File: src/rtl/fault_pkg.sv
/*
 Shared register map, field positions, reset values and timing counts for the driver
 fault supervision block.
 Assumes a 20 MHz APB clock.
*/
package fault_pkg;
    localparam int unsigned clk_mhz = 20;
    // Blanking delays in nanoseconds; counts round up
    localparam int unsigned blank_ns_0 = 3200;
    localparam int unsigned blank_ns_1 = 1600;
    localparam int unsigned blank_ns_2 = 1200;
    localparam int unsigned blank_ns_3 = 800;
    localparam logic [7:0] blank_cyc_0 = 8'((blank_ns_0 * clk_mhz + 999) / 1000);
    localparam logic [7:0] blank_cyc_1 = 8'((blank_ns_1 * clk_mhz + 999) / 1000);
    localparam logic [7:0] blank_cyc_2 = 8'((blank_ns_2 * clk_mhz + 999) / 1000);
    localparam logic [7:0] blank_cyc_3 = 8'((blank_ns_3 * clk_mhz + 999) / 1000);
    localparam logic [1:0] short_retries = 2'h3;
    // Register byte addresses
    localparam logic [7:0] addr_ctrl = 8'h00;
    localparam logic [7:0] addr_status = 8'h04;
    localparam logic [7:0] addr_scale = 8'h08;
    // Control field positions
    localparam int unsigned f_off_time = 0;
    localparam int unsigned f_delay = 4;
    localparam int unsigned f_sens = 6;
    localparam int unsigned f_dis = 7;
    localparam int unsigned f_ls_en = 8;
    localparam int unsigned f_otsel = 9;
    localparam int unsigned f_lowsup = 10;
    localparam int unsigned f_slope = 12;
    // Status field positions
    localparam int unsigned s_short_a = 0;
    localparam int unsigned s_short_b = 1;
    localparam int unsigned s_sup_a = 2;
    localparam int unsigned s_sup_b = 3;
    localparam int unsigned s_gnd_a = 4;
    localparam int unsigned s_gnd_b = 5;
    localparam int unsigned s_ol_a = 6;
    localparam int unsigned s_ol_b = 7;
    localparam int unsigned s_warn = 8;
    localparam int unsigned s_shutdown = 9;
    localparam int unsigned s_disabled = 10;
    localparam logic [31:0] ctrl_reset = 32'h0000_0000;
    localparam logic [4:0] scale_reset = 5'h00;
    localparam logic [1:0] slope_max = 2'h3;
endpackage

File: src/rtl/short_detect.sv
/*
 One coil bridge short supervisor: blanking, three retries, shutdown latch.
 Assumes comparator inputs already synchronised to pclk.
*/
`timescale 1ns/1ns
`default_nettype none
module short_detect
    import fault_pkg::*;
(
    input wire logic pclk,
    input wire logic presetn,
    input wire logic drv_disabled,
    input wire logic hs_enable,
    input wire logic ls_enable,
    input wire logic [7:0] blank_cycles,
    input wire logic hs_cmp,
    input wire logic ls_cmp,
    output logic bridge_off,
    output logic gnd_flag,
    output logic sup_flag,
    output logic short_flag
);
    typedef struct packed {
        logic [7:0] cnt;
        logic [1:0] retries;
        logic off;
        logic gnd;
        logic sup;
        logic any;
    } sd_s;
    sd_s q, d;
    logic hit;

    always_comb
    begin
        d = q;
        hit = (hs_cmp && hs_enable) || (ls_cmp && ls_enable);
        if (hit && !q.off)
        begin
            // Comparator must stay active through the whole blanking window
            if (q.cnt >= blank_cycles)
            begin
                d.cnt = 8'h00;
                if (q.retries == short_retries)
                begin
                    d.off = 1'b1;
                    d.any = 1'b1;
                    d.gnd = q.gnd | (hs_cmp && hs_enable);
                    d.sup = q.sup | (ls_cmp && ls_enable);
                end
                else
                begin
                    d.retries = q.retries + 2'h1;
                end
            end
            else
            begin
                d.cnt = q.cnt + 8'h01;
            end
        end
        else
        begin
            d.cnt = 8'h00;
        end
        if (drv_disabled)
        begin
            d = '0;
        end
    end

    always_ff @(posedge pclk or negedge presetn)
    begin
        if (!presetn)
            q <= '0;
        else
            q <= d;
    end

    assign bridge_off = q.off;
    assign gnd_flag = q.gnd;
    assign sup_flag = q.sup;
    assign short_flag = q.any;
endmodule
`default_nettype wire

File: src/rtl/open_load.sv
/*
 One coil open-load monitor: flags a polarity period with no chopper event.
 Assumes inputs on the pclk domain; the flag is indication only.
*/
`timescale 1ns/1ns
`default_nettype none
module open_load
    import fault_pkg::*;
(
    input wire logic pclk,
    input wire logic presetn,
    input wire logic polarity,
    input wire logic chop_event,
    input wire logic low_current,
    output logic ol_flag
);
    typedef struct packed {
        logic pol;
        logic seen;
        logic flag;
    } ol_s;
    ol_s q, d;

    always_comb
    begin
        d = q;
        d.pol = polarity;
        if (polarity != q.pol)
        begin
            if (!low_current)
                d.flag = !q.seen;
            d.seen = chop_event;
        end
        else if (chop_event)
        begin
            d.seen = 1'b1;
        end
    end

    always_ff @(posedge pclk or negedge presetn)
    begin
        if (!presetn)
            q <= '0;
        else
            q <= d;
    end

    assign ol_flag = q.flag;
endmodule
`default_nettype wire

File: src/rtl/driver_fault_protection.sv
/*
 Driver fault supervision top: APB registers, short and open-load supervisors,
 thermal shutdown with release hysteresis and slope compensation.
 Assumes presetn is the undervoltage reset; analog comparator inputs are asynchronous.
*/
`timescale 1ns/1ns
`default_nettype none
module driver_fault_protection
    import fault_pkg::*;
(
    input wire logic pclk,
    input wire logic presetn,
    input wire logic psel,
    input wire logic penable,
    input wire logic pwrite,
    input wire logic [7:0] paddr,
    input wire logic [31:0] pwdata,
    output logic [31:0] prdata,
    output logic pready,
    output logic pslverr,
    input wire logic hardware_driver_disable_pin,
    input wire logic [1:0] hs_short_cmp,
    input wire logic [1:0] ls_short_cmp,
    input wire logic [1:0] coil_polarity,
    input wire logic [1:0] chop_event,
    input wire logic [1:0] coil_low_current,
    input wire logic temp_above_100,
    input wire logic temp_above_120,
    input wire logic temp_above_136,
    input wire logic temp_above_150,
    output logic bridge_a_enable,
    output logic bridge_b_enable,
    output logic [1:0] high_side_gate_current,
    output logic high_side_detect_sensitivity,
    output logic low_supply_mode_enable,
    output logic resonance_damping_enable
);
    localparam int unsigned nsync = 10;

    typedef struct packed {
        logic [nsync-1:0] s1;
        logic [nsync-1:0] s2;
        logic [31:0] ctrl;
        logic [4:0] scale;
        logic warn;
        logic shut;
        logic [31:0] rdata;
        logic ready;
        logic err;
        logic en_a;
        logic en_b;
        logic [1:0] gate;
        logic sens;
        logic lowsup;
    } top_s;
    top_s q, d;

    logic [nsync-1:0] raw;
    logic [3:0] chopper_off_time_setting;
    logic [1:0] short_detect_blanking_delay;
    logic short_protection_disable;
    logic low_side_short_enable;
    logic thermal_threshold_select;
    logic [1:0] high_side_slope_code;
    logic drv_disabled;
    logic [7:0] blank_cycles;
    logic [1:0] off;
    logic [1:0] gnd;
    logic [1:0] sup;
    logic [1:0] any;
    logic [1:0] ol;
    logic temp_shut;
    logic [31:0] status;

    function automatic logic [7:0] blank_of(input logic [1:0] code);
        unique case (code)
            2'h0: blank_of = blank_cyc_0;
            2'h1: blank_of = blank_cyc_1;
            2'h2: blank_of = blank_cyc_2;
            2'h3: blank_of = blank_cyc_3;
        endcase
    endfunction

    function automatic logic slope_compensated(input logic [1:0] code);
        slope_compensated = (code == 2'h1) || (code == 2'h2);
    endfunction

    assign raw = {temp_above_150, temp_above_136, temp_above_120, temp_above_100,
                  ls_short_cmp, hs_short_cmp, hardware_driver_disable_pin, 1'b0};

    assign chopper_off_time_setting = q.ctrl[f_off_time +: 4];
    assign short_detect_blanking_delay = q.ctrl[f_delay +: 2];
    assign high_side_detect_sensitivity = q.sens;
    assign short_protection_disable = q.ctrl[f_dis];
    assign low_side_short_enable = q.ctrl[f_ls_en];
    assign thermal_threshold_select = q.ctrl[f_otsel];
    assign high_side_slope_code = q.ctrl[f_slope +: 2];
    assign low_supply_mode_enable = q.lowsup;
    assign resonance_damping_enable = q.lowsup;

    // Pin disable or zero off time both count as driver off
    assign drv_disabled = q.s2[1] || (chopper_off_time_setting == 4'h0);
    assign blank_cycles = blank_of(short_detect_blanking_delay);
    // Shutdown threshold chosen by the select bit
    assign temp_shut = thermal_threshold_select ? q.s2[8] : q.s2[9];

    genvar g;
    generate
        for (g = 0; g < 2; g++)
        begin : coil
            short_detect u_short (
                .pclk(pclk),
                .presetn(presetn),
                .drv_disabled(drv_disabled),
                .hs_enable(!short_protection_disable),
                .ls_enable(low_side_short_enable && !short_protection_disable),
                .blank_cycles(blank_cycles),
                .hs_cmp(q.s2[2 + g]),
                .ls_cmp(q.s2[4 + g]),
                .bridge_off(off[g]),
                .gnd_flag(gnd[g]),
                .sup_flag(sup[g]),
                .short_flag(any[g])
            );
            open_load u_ol (
                .pclk(pclk),
                .presetn(presetn),
                .polarity(coil_polarity[g]),
                .chop_event(chop_event[g]),
                .low_current(coil_low_current[g]),
                .ol_flag(ol[g])
            );
        end
    endgenerate

    always_comb
    begin
        status = 32'h0000_0000;
        status[s_short_a] = any[0];
        status[s_short_b] = any[1];
        status[s_sup_a] = sup[0];
        status[s_sup_b] = sup[1];
        status[s_gnd_a] = gnd[0];
        status[s_gnd_b] = gnd[1];
        status[s_ol_a] = ol[0];
        status[s_ol_b] = ol[1];
        status[s_warn] = q.warn;
        status[s_shutdown] = q.shut;
        status[s_disabled] = drv_disabled;
    end

    always_comb
    begin
        d = q;
        d.s1 = raw;
        d.s2 = q.s1;
        d.warn = q.s2[6];
        if (temp_shut)
            d.shut = 1'b1;
        else if (!q.s2[7])
            d.shut = 1'b0;
        // Bridge enables ignore open-load state entirely
        d.en_a = !drv_disabled && !q.shut && !temp_shut && !off[0];
        d.en_b = !drv_disabled && !q.shut && !temp_shut && !off[1];
        d.gate = high_side_slope_code;
        if (slope_compensated(high_side_slope_code) && q.warn)
            d.gate = high_side_slope_code + 2'h1;
        d.sens = q.ctrl[f_sens];
        d.lowsup = q.ctrl[f_lowsup];
        // One wait state: answer in the second access cycle
        d.ready = 1'b0;
        d.err = 1'b0;
        if (psel && penable && !q.ready)
        begin
            d.ready = 1'b1;
            d.rdata = 32'h0000_0000;
            unique case (paddr)
                addr_ctrl:
                begin
                    if (pwrite)
                        d.ctrl = {18'h0, pwdata[13:0]};
                    d.rdata = q.ctrl;
                end
                addr_status:
                begin
                    d.rdata = status;
                    d.err = pwrite;
                end
                addr_scale:
                begin
                    if (pwrite)
                        d.scale = pwdata[4:0];
                    d.rdata = {27'h0, q.scale};
                end
                default:
                begin
                    d.err = 1'b1;
                end
            endcase
        end
    end

    always_ff @(posedge pclk or negedge presetn)
    begin
        if (!presetn)
        begin
            q <= '0;
            q.ctrl <= ctrl_reset;
            q.scale <= scale_reset;
        end
        else
        begin
            q <= d;
        end
    end

    assign prdata = q.rdata;
    assign pready = q.ready;
    assign pslverr = q.err;
    assign bridge_a_enable = q.en_a;
    assign bridge_b_enable = q.en_b;
    assign high_side_gate_current = q.gate;
endmodule
`default_nettype wire

File: config.mk
export PLATFORM = sky130hd
export DESIGN_NAME = driver_fault_protection
export DESIGN_NICKNAME = d
export VERILOG_FILES = /design/src/rtl/fault_pkg.sv /design/src/rtl/short_detect.sv /design/src/rtl/open_load.sv /design/src/rtl/driver_fault_protection.sv
export SDC_FILE = /design/constraint.sdc
export NUM_CORES = 1
export LEC_CHECK = 0
export BUFFER_PORTS_ARGS = -buffer_cell sky130_fd_sc_hd__buf_4
export CAP_MARGIN = 10
export CORE_UTILIZATION = 48
export DETAILED_ROUTE_END_ITERATION = 8
export PLACE_DENSITY = 0.76
export SETUP_SLACK_MARGIN = 0.15
export SLEW_MARGIN = 20
export SYNTH_ARGS = -nofsm -noshare
export SYNTH_HDL_FRONTEND = slang
export SYNTH_SLANG_ARGS = --single-unit
File: constraint.sdc
create_clock -name pclk -period 2.3 [get_ports pclk]
set_input_delay 0.345 -clock pclk [delete_from_list [all_inputs] [get_ports pclk]]
set_output_delay 0.345 -clock pclk [all_outputs]
set_load 0.005 [all_outputs]
==> out/qor.yml, run 1 <==
outcome: "finished clean"
start_util_pct: 50.0
ys_types: 43
first_global_vias: 2539
nets: 490
wire_per_inst_um: 14.2
place_congestion: 0.768
netlist_area_um2: 4150
drt_first_pass_iters: 4
cts_tree: "yes"
grt_pass1_wl_mm: 12.1
grtUsageMet2_pct: 27.9
die_h_um: 95
fin_setup_tns_ns: 0
cts_max_level: 3
numClockSinks: 93
ant_nets: 0
place_hpwl_mm: 5.31
grt_antenna_before_repair: 0
multi_input_area_um2: 1570
pin_count: 101
peakVddDrop_mv: 0.481
drive_gt1_share_pct: 30.2
grt_overflow: 0
placementRows: 33
skew_ns: 0.0138
root_buffer: "clkbuf_8"
avgSynthCellArea_um2: 11.8
yosysWarnings: 0
hp-class: "input pin to register"
drv_slew: 0
area_growth_pct: 18.9
synth_ff_type: "dfrtp_1"
cap_viol_max_count: 0
critical_path.max_fanout: 8
whs_ns: 0.0853
vias: 2615
yosysSeqAreaShare_pct: 56.1
grt_max_degree: 54
wl_mm: 7.44
startpoint_type: "register"
grtUsageTotal_pct: 17.7
cp-end-kind: "register"
worstMarginPinSlew_ns: 0.705
synth_edf_count: 0
min_period_over_period_pct: 92.5
clkLatencyLatePin_ns: 0.36
setup_viol: 0
relSlewSlack_pct: 52.9
clock.fmax_ghz: 0.470
ys_seq_elements: 93
rsz0062_at_grt: "no"
die_w_um: 95
syn_inst: 353
hold_viol: 0
initialDrtViolationCount: 140
grt-busiest-layer: "met2"
p_leak_nw: 2.45
utilization_pct: 59.5
power.density_nw_per_um2: 650
port_buffers: 64
post-place-ws_ns: 0.111
register_area_um2: 2330
nFillCells: 656
core_um2: 8300
antennaDiodeCount: 0
drc: 0
layout_min_cycle_time_ns: 2.13
die_area_um2: 9030
clk_pin_slew_ns: 0.09
grtUsageMet1_pct: 23.8
critPathKind: "register to register"
setup_slack_ns: 0.172
cts_max_path_buffers: 2
numCtsBuffers: 9
worstPathArrival_ns: 2.41
grtUsageMet3_pct: 3.70
synth_async_sr_flop_share_pct: 100
drt-vias-per-instance: 4.97
required_ns: 2.59
## sequential cells by signal, indices dropped and copies added (netlist names)
| register | count |
|---|---|
| pready | 1 |
| bridge_b_enable | 1 |
| chopper_off_time_setting | 4 |
| low_side_short_enable | 1 |
| coil.u_short.gnd_flag | 2 |
| pslverr | 1 |
| coil.u_short.sup_flag | 2 |
| coil.u_short.q | 20 |
| coil.u_short.bridge_off | 1 |
| q | 20 |
| coil.u_ol.q | 4 |
| low_supply_mode_enable | 1 |
| high_side_gate_current | 2 |
| prdata | 14 |
| high_side_detect_sensitivity | 1 |
| coil.u_short.short_flag | 1 |
| high_side_slope_code | 2 |
| d | 12 |
| bridge_a_enable | 1 |
| coil.u_ol.ol_flag | 2 |
## worst max-delay path: stages (launching register included)
cell and delay, ns:
dfrtp_1 0.43, or2_4 0.29, ha_1 0.29, a211o_1 0.28
or4b_4 0.61, nor2_4 0.14
## per-layer routing
metal | up-vias | part of all wire [%]
li1 | 1269 | -
met1 | 1270 | 44
met2 | 66 | 50
met3 | 10 | 4.3
met4 | 0 | 1.8
met5 | - | 0
## cells in the mapped netlist (5+ instances only)
cell type  instances  area [um2]
a21o_1             7        52.6
a21oi_1            9        45.0
a22o_1             5        43.8
buf_4             35         263
dfrtp_1           93        2330
ha_1              14         175
inv_1             15        56.3
mux2_2            11         124
mux2_4            10         150
mux2i_1           14         140
nand2_1           31         116
nand3_1            7        35.0
nor2_1            28         105
o21ai_0           19        95.1
or3_1              5        31.3
xnor2_1           10        87.6
## cell families (layout without fill, tap and decap cells)
family	after synthesis	in the layout	synth area share, %
buf+inv	58	109	8.65
compound gates	49	49	7.56
fa+ha+maj	14	14	4.22
mux	35	35	9.98
xor+xnor	12	12	2.53
simple gates	91	91	10.9
other cells	1	18	0.0903
flops	93	93	56.1
## where the power goes
| group | total [mW] | internal, mW | switching [mW] | leakage, nW |
|---|---|---|---|---|
| sequential | 1.69 | 1.67 | 0.0208 | 1.23 |
| clock | 1.33 | 0.759 | 0.568 | 0.124 |
| combinational | 0.186 | 0.0899 | 0.0962 | 1.09 |
| total | 3.21 | 2.52 | 0.685 | 2.45 |
## cell usage in the layout (no fill, tap or decap), drive strengths merged, types with 7 or more instances in the layout
master	instances
a21oi	9
nand2	31
dfrtp	93
a21o	7
mux2	21
ha	14
nand3	7
o21ai	19
nor2	28
buf	77
conb	18
xnor2	10
inv	17
clkbuf	10
mux2i	14
## through the flow
stage	std cells	instance area, um2	power [mW]
after floorplan	370	4230	1.81
after global placement	505	4610	1.90
after detailed placement	505	4610	1.91
after CTS	525	4900	3.24
after global routing	526	4940	3.33
final	526	4940	3.21
## area by class of cell
cell class	instances	area share, %
Inverter	15	1.14
Sequential cell	93	47.1
Tap cell	105	2.66
Multi-Input combinational cell	219	31.8
Timing Repair Buffer	78	12.2
Clock inverter	6	2.33
Clock buffer	10	2.79
## repair_timing
action                                  4_1_cts  5_1_grt
hold buffers                                  1        0
cloned                                        0        0
pin swaps                                     5        3
endpoints found under the setup margin        8        9
endpoints found under the hold margin        40        0
setup buffers                                 3        1
gates resized for setup                       1        8
## path summary, 6_finish.rpt
kind                                startpoint                 endpoint  slack, ns  depth (start not counted)
worst max register to register           q[52]    coil[0].u_short.q[13]       0.17                          5
max in group asynchronous              presetn     coil[1].u_short.q[9]       1.14                          3
min in group asynchronous              presetn  high_side_slope_code[0]       0.49                          2
worst max-delay path                     q[52]    coil[0].u_short.q[13]       0.17                          5
worst min register to register           d[81]                    q[81]       0.35                          0
worst min-delay path            temp_above_150                    d[88]       0.09                          1
(Power assumes the default switching activity.)
==> inputs of run 2 (changes only) <==
- CORE_UTILIZATION: 48 -> 50
- CTS_BUF_LIST: not set -> sky130_fd_sc_hd__clkbuf_8
- PLACE_DENSITY: 0.76 -> 0.78
==> out/qor.yml, run 2 (same netlist as run 1, synthesis figures left out) <==
multi_input_area_um2: 1560  # -0.32%
die_w_um: 93.1  # -2.0%
p_leak_nw: 2.41  # -1.5%
die_h_um: 93.1  # -2.0%
clock.fmax_ghz: 0.482  # +2.5%
regToRegSetupSlack_ns: 0.22  # +0.05 ns
reg2reg_depth: 7  # +2
outcome: "finished clean"
hold_start: "temp_above_136"
p_int_mw: 2.16  # -14%
cts_tree: "yes"
cts_max_level: 3  # unchanged
drt-vias-per-instance: 5.10  # +2.6%
initialDrtViolationCount: 102  # -27%
drc: 0  # unchanged
total_power_mw: 2.86  # -11%
critPathKind: "register to register"
critical_path.max_fanout: 8  # unchanged
drv_slew: 0  # unchanged
area_growth_pct: 16.6
power_frac_comb_pct: 6.5  # +0.7 points
core_um2: 7890  # -5.0%
drt_first_pass_iters: 4  # unchanged
min_period_over_period_pct: 90.2  # -2.3 points
layout_min_cycle_time_ns: 2.08  # -0.0527 ns
placementRows: 32  # -3.0%
switching_power_mw: 0.696  # +1.5%
power.density_nw_per_um2: 590  # -9.2%
crit_path_cell_trace: "inv_2 > nand2_2 > ha_4 > a21o_1 > a211o_1 > or4b_4 > nor2_2"
skew_ns: 0.0107  # -0.00305 ns
rr_endpoint: "coil[0].u_short.q[10]"
root_buffer: "clkbuf_8"
wl_mm: 7.29  # -2.0%
worstPathArrival_ns: 2.36  # -0.05 ns
drive_gt1_share_pct: 29.8  # -0.40 points
startpoint_type: "register"
relSlewSlack_pct: 52.4  # -0.41 points
ant_nets: 0  # unchanged
port_buffers: 64  # unchanged
grtUsageTotal_pct: 18.5  # +0.81 points
nFillCells: 622  # -5.2%
first_global_vias: 2673  # +5.3%
clkLatencyLatePin_ns: 0.35  # about the same
cap_viol_max_count: 0  # unchanged
peakVddDrop_mv: 0.372  # -23%
start_util_pct: 52.6  # +2.6 points
pwr-share-seq_pct: 59.2  # +6.4 points
p_sw_share_pct: 24.3  # +3.0 points
clk_pin_slew_ns: 0.10  # about the same
hold_viol: 0  # unchanged
hp-class: "input pin to register"
crit_slowest_cell: "or4b_4"
slowest_delay_ns: 0.60  # about the same
worst_r2r_startpoint: "q[52]"
worstMarginPinSlew_ns: 0.711  # +0.00611 ns
antennaDiodeCount: 0  # unchanged
worstHoldEndpoint: "d[87]"
whs_ns: 0.0925  # +0.00712 ns
place_hpwl_mm: 5.34  # +0.54%
grt_max_degree: 44  # -19%
wire_per_inst_um: 14.0  # -1.3%
hold_depth: 1  # unchanged
final_cell_mix: "dfrtp_1, buf_4, nand2_1"
grt_pass1_wl_mm: 12.3  # +1.7%
grt_antenna_before_repair: 0  # unchanged
pin_count: 101  # unchanged
setup_viol: 0  # unchanged
cpLargestDelayFamily: "simple AND/OR/NAND/NOR gates"
vias: 2662  # +1.8%
rsz0062_at_grt: "no"
cts_max_path_buffers: 2  # unchanged
fin_setup_tns_ns: 0  # unchanged
place_congestion: 0.766  # -0.34%
numClockSinks: 93  # unchanged
register_area_um2: 2330  # unchanged
final_common_cell: "dfrtp_1"
numCtsBuffers: 9  # unchanged
nets: 489  # -0.20%
grt_overflow: 0  # unchanged
cp_num_buf_inv: 1  # +1
cp-end-kind: "register"
required_ns: 2.58  # about the same
die_area_um2: 8670  # -3.9%
cp-startpoint: "q[52]"
p_clk_share_pct: 34.3  # -7.1 points
run 2: worst reg2reg max path: cells and delay by family (launching register included):
family	cells	cell delay (ns)
adder cells (fa/ha/maj)	1	0.23
flip-flops	1	0.41
buffers and inverters	1	0.08
AO/OA/AOI/OAI	2	0.47
AND/OR/NAND/NOR	3	0.81
run 2: power by group through the flow:
stage	Sequential (mW)	Clock (mW)	Combinational (mW)
final	1.69	0.980	0.185
after global routing	1.70	1.08	0.211
after CTS	1.69	1.01	0.189
after detailed placement	1.72	0	0.186
after global placement	1.72	0	0.180
after floorplan	1.72	0	0.0928
run 2: how the worst max path moves through the flow:
| stage | to | slack (ns) | cells past startpoint |
|---|---|---|---|
| CTS | coil[0].u_short.q[9] | 0.18 | 7 |
| finish | coil[0].u_short.q[10] | 0.22 | 7 |
| global route | coil[0].u_short.q[9] | 0.15 | 7 |
| global placement | coil[0].u_short.q[11] | 0.16 | 5 |
| detailed placement | coil[0].u_short.q[11] | 0.11 | 7 |
| floorplan | coil[0].u_short.q[13] | 0.19 | 6 |
run 2: timing repair:
action / in CTS / in global routing
hold endpoints to repair: 24 / 0
hold buffers: 1 / 0
resized for setup: 2 / 6
endpoints found under the setup margin: 8 / 8
setup buffers: 2 / 1
pin swaps: 5 / 1
run 2: final cells by class:
class / count / share of cell area (%)
clock inverter: 7 / 1.06
tap: 102 / 2.64
clock buffer: 9 / 2.56
multi-input combinational: 219 / 32.3
sequential: 93 / 48.1
inverter: 15 / 1.16
timing repair buffer: 77 / 12.2
run 2: metal layers:
layer  global-route usage (%)  wire length, um  vias up
met3                     4.39              300        8
met4                     8.33              123        0
met5                        0                0        -
met1                     23.3             3190     1323
li1                         -                -     1268
met2                     30.3             3680       63
run 2: through the flow:
stage               instance area (um2)  std cells  worst slack [ns]  utilization, %
global placement                   4600        502             0.162            58.4
CTS                                4820        521             0.184            61.1
floorplan                          4230        370             0.187               -
global route                       4840        522             0.149            61.4
detailed placement                 4600        502             0.107            58.4
finish                             4840        522             0.225            61.4
==> inputs of run 3 (changes only) <==
- CORE_UTILIZATION: 50 -> 51
- PLACE_DENSITY: 0.78 -> 0.79
- SYNTH_HIERARCHICAL: not set -> 1
- TNS_END_PERCENT: not set -> 100
==> out/qor.yml, run 3 <==
clock.fmax_ghz: 0.481  # -0.15%
clkLatencyLatePin_ns: 0.36  # about the same
die_area_um2: 9180  # +5.9%
netlist_area_um2: 4490  # +8.1%
endpoint: "coil[0].u_short/q[5]"
synth_top_area_share_pct: 51.8  # -4.2 points
total_power_mw: 2.94  # +3.0%
required_ns: 2.52  # -0.06 ns
grt_max_degree: 53  # +20%
slowest_delay_ns: 0.46  # -0.14 ns
cts_tree: "yes"
wl_mm: 8.29  # +14%
multi_input_area_um2: 1930  # +23%
cp-end-kind: "register"
place_hpwl_mm: 5.91  # +11%
antennaDiodeCount: 0  # unchanged
die_h_um: 95.8  # +2.9%
final_cell_mix: "dfrtp_1, buf_4, conb_1"
cap_viol_max_count: 0  # unchanged
cp-startpoint: "q[51]"
fin_setup_tns_ns: 0  # unchanged
avgSynthCellArea_um2: 11.6  # -1.1%
drt_first_pass_iters: 4  # unchanged
clk_pin_slew_ns: 0.09  # about the same
drc: 0  # unchanged
pin_count: 101  # unchanged
grt_overflow: 0  # unchanged
nFillCells: 667  # +7.2%
synth_async_sr_flop_share_pct: 100  # unchanged
skew_ns: 0.00908  # -0.00165 ns
top_layer_used: "met4"
synth_ff_type: "dfrtp_1"
numCtsBuffers: 9  # unchanged
rr_endpoint: "coil[0].u_short/q[5]"
critPathKind: "register to register"
area_growth_pct: 16.6  # about the same
p_leak_nw: 2.51  # +4.1%
port_buffers: 64  # unchanged
yosysSeqAreaShare_pct: 51.8  # -4.2 points
startpoint_type: "register"
regToRegSetupSlack_ns: 0.22  # about the same
critical_path.max_fanout: 6  # -2
yosysMostFrequentCell: "dfrtp_1"
place_congestion: 0.828  # +8.1%
initialDrtViolationCount: 192  # +88%
cts_max_level: 3  # unchanged
setup_viol: 0  # unchanged
synth_top_area_cell: "dfrtp_1"
power.density_nw_per_um2: 562  # -4.7%
met3_length_um: 425  # +42%
placementRows: 33  # +3.1%
worstMarginPinSlew_ns: 0.541  # -0.170 ns
root_buffer: "clkbuf_8"
start_util_pct: 53.6  # +0.93 points
ys_types: 48  # +12%
drv_slew: 0  # unchanged
grt_antenna_before_repair: 0  # unchanged
drt-vias-per-instance: 5.24  # +2.8%
synth_edf_count: 0  # unchanged
syn_inst: 386  # +9.3%
hp-class: "input pin to register"
layout_min_cycle_time_ns: 2.08  # +0.00308 ns
register_area_um2: 2330  # +0.11%
grt_pass1_wl_mm: 13.4  # +9.3%
core_um2: 8380  # +6.3%
worstPathArrival_ns: 2.30  # -0.06 ns
reg2reg_depth: 7  # unchanged
crit_path_cell_trace: "nor2_4 > inv_2 > ha_4 > a21o_1 > a2111oi_4 > o31a_2 > o211ai_1"
die_w_um: 95.8  # +2.9%
met1Wirelength_mm: 3.77  # +18%
wl_met2_mm: 3.96  # +7.5%
relSlewSlack_pct: 63.9  # +11 points
worst_r2r_startpoint: "q[51]"
min_period_over_period_pct: 90.4  # +0.13 points
final_common_cell: "dfrtp_1"
outcome: "finished clean"
drive_gt1_share_pct: 30.3  # +0.57 points
ant_nets: 0  # unchanged
crit_slowest_cell: "dfrtp_2"
cts_max_path_buffers: 2  # unchanged
ys_seq_elements: 93  # unchanged
synth_common_cells: "dfrtp_1, buf_4, nor2_1"
nets: 530  # +8.4%
first_global_vias: 2936  # +9.8%
rsz0062_at_grt: "yes"
hold_viol: 0  # unchanged
grtUsageTotal_pct: 19.3  # +0.80 points
synth_area_leaders: "dfrtp_1, buf_4, ha_1"
yosysWarnings: 6  # +6
peakVddDrop_mv: 0.361  # -2.9%
numClockSinks: 93  # unchanged
wire_per_inst_um: 14.8  # +6.0%
vias: 2936  # +10%
-- run 3: changes by cell type after synthesis, moves of 8 or more --
cell,previous run,this run
a21oi_1,9,0
inv_1,15,24
mux2_2,11,21
mux2_4,10,0
nand2_1,31,18
o21ai_0,19,9
xor2_1,2,10
-- run 3: worst min-delay path by stage --
stage / start / to / slack (ns) / depth (start not counted)
final: hs_short_cmp[1] / d[82] / 0.09 / 1
after global routing: ls_short_cmp[0] / d[83] / 0.07 / 1
after CTS: ls_short_cmp[0] / d[83] / 0.08 / 1
after detailed placement: d[85] / d[41] / 0.33 / 0
after global placement: d[41] / q[41] / 0.33 / 0
after floorplan: presetn / bridge_a_enable / 0.05 / 0
-- run 3: power by group --
group,leakage (nW),internal [mW],switching [mW]
clock network,0.0971,0.453,0.567
registers,1.23,1.67,0.0204
logic,1.18,0.108,0.122
total,2.51,2.23,0.710
-- run 3: per-stage QoR --
step           utilization [%]  instances  hold WS, ns  cell area, um2  worst slack, ns
4_1_cts                   61.1        556       0.0818            5120            0.187
6_report                  62.5        560       0.0892            5240            0.222
2_1_floorplan                -        411       0.0494            4580            0.374
3_3_place_gp              58.8        539        0.333            4930            0.196
5_1_grt                   62.5        560       0.0736            5240           0.0755
3_5_place_dp              58.8        539        0.335            4930            0.123
-- run 3: cell families after synthesis --
logic type                 Yosys count  synth area share (%)
and+or+nand+nor                    100                  12.5
DFF                                 93                  51.8
buffers and inverters               70                  9.09
AOI/OAI and AO/OA                   57                  10.6
muxes                               31                  7.50
adders and majority gates           20                  5.57
xor gates and xnor gates            14                  2.73
other                                1                0.0835
-- run 3: repair_timing --
action	4_1_cts	5_1_grt
endpoints found under the hold margin	41	0
resized for setup	1	11
setup buffers	0	4
setup endpoints to repair	20	26
pin swaps	2	7
hold buffers	1	0
-- run 3: routing by layer --
layer	track usage (%)	vias up
met5	0	-
met4	8.08	0
met3	3.32	12
met2	32.3	79
met1	24.7	1425
li1	-	1420
-- run 3: layout make-up --
class / count / share of cell area (%)
clock buffers: 11 / 2.89
clock inverters: 5 / 0.645
inverters: 24 / 1.72
multi-input cells: 248 / 36.8
flip-flops and latches: 93 / 44.5
well taps: 105 / 2.51
repair buffers: 74 / 10.9
-- run 3: worst max-delay path, delay by kind of cell (launching register included) --
kind,cells,cell delay (ns)
buffers and inverters,1,0.05
AOI/OAI and AO/OA,4,1.07
and+or+nand+nor,1,0.15
adders and majority gates,1,0.21
DFF,1,0.46
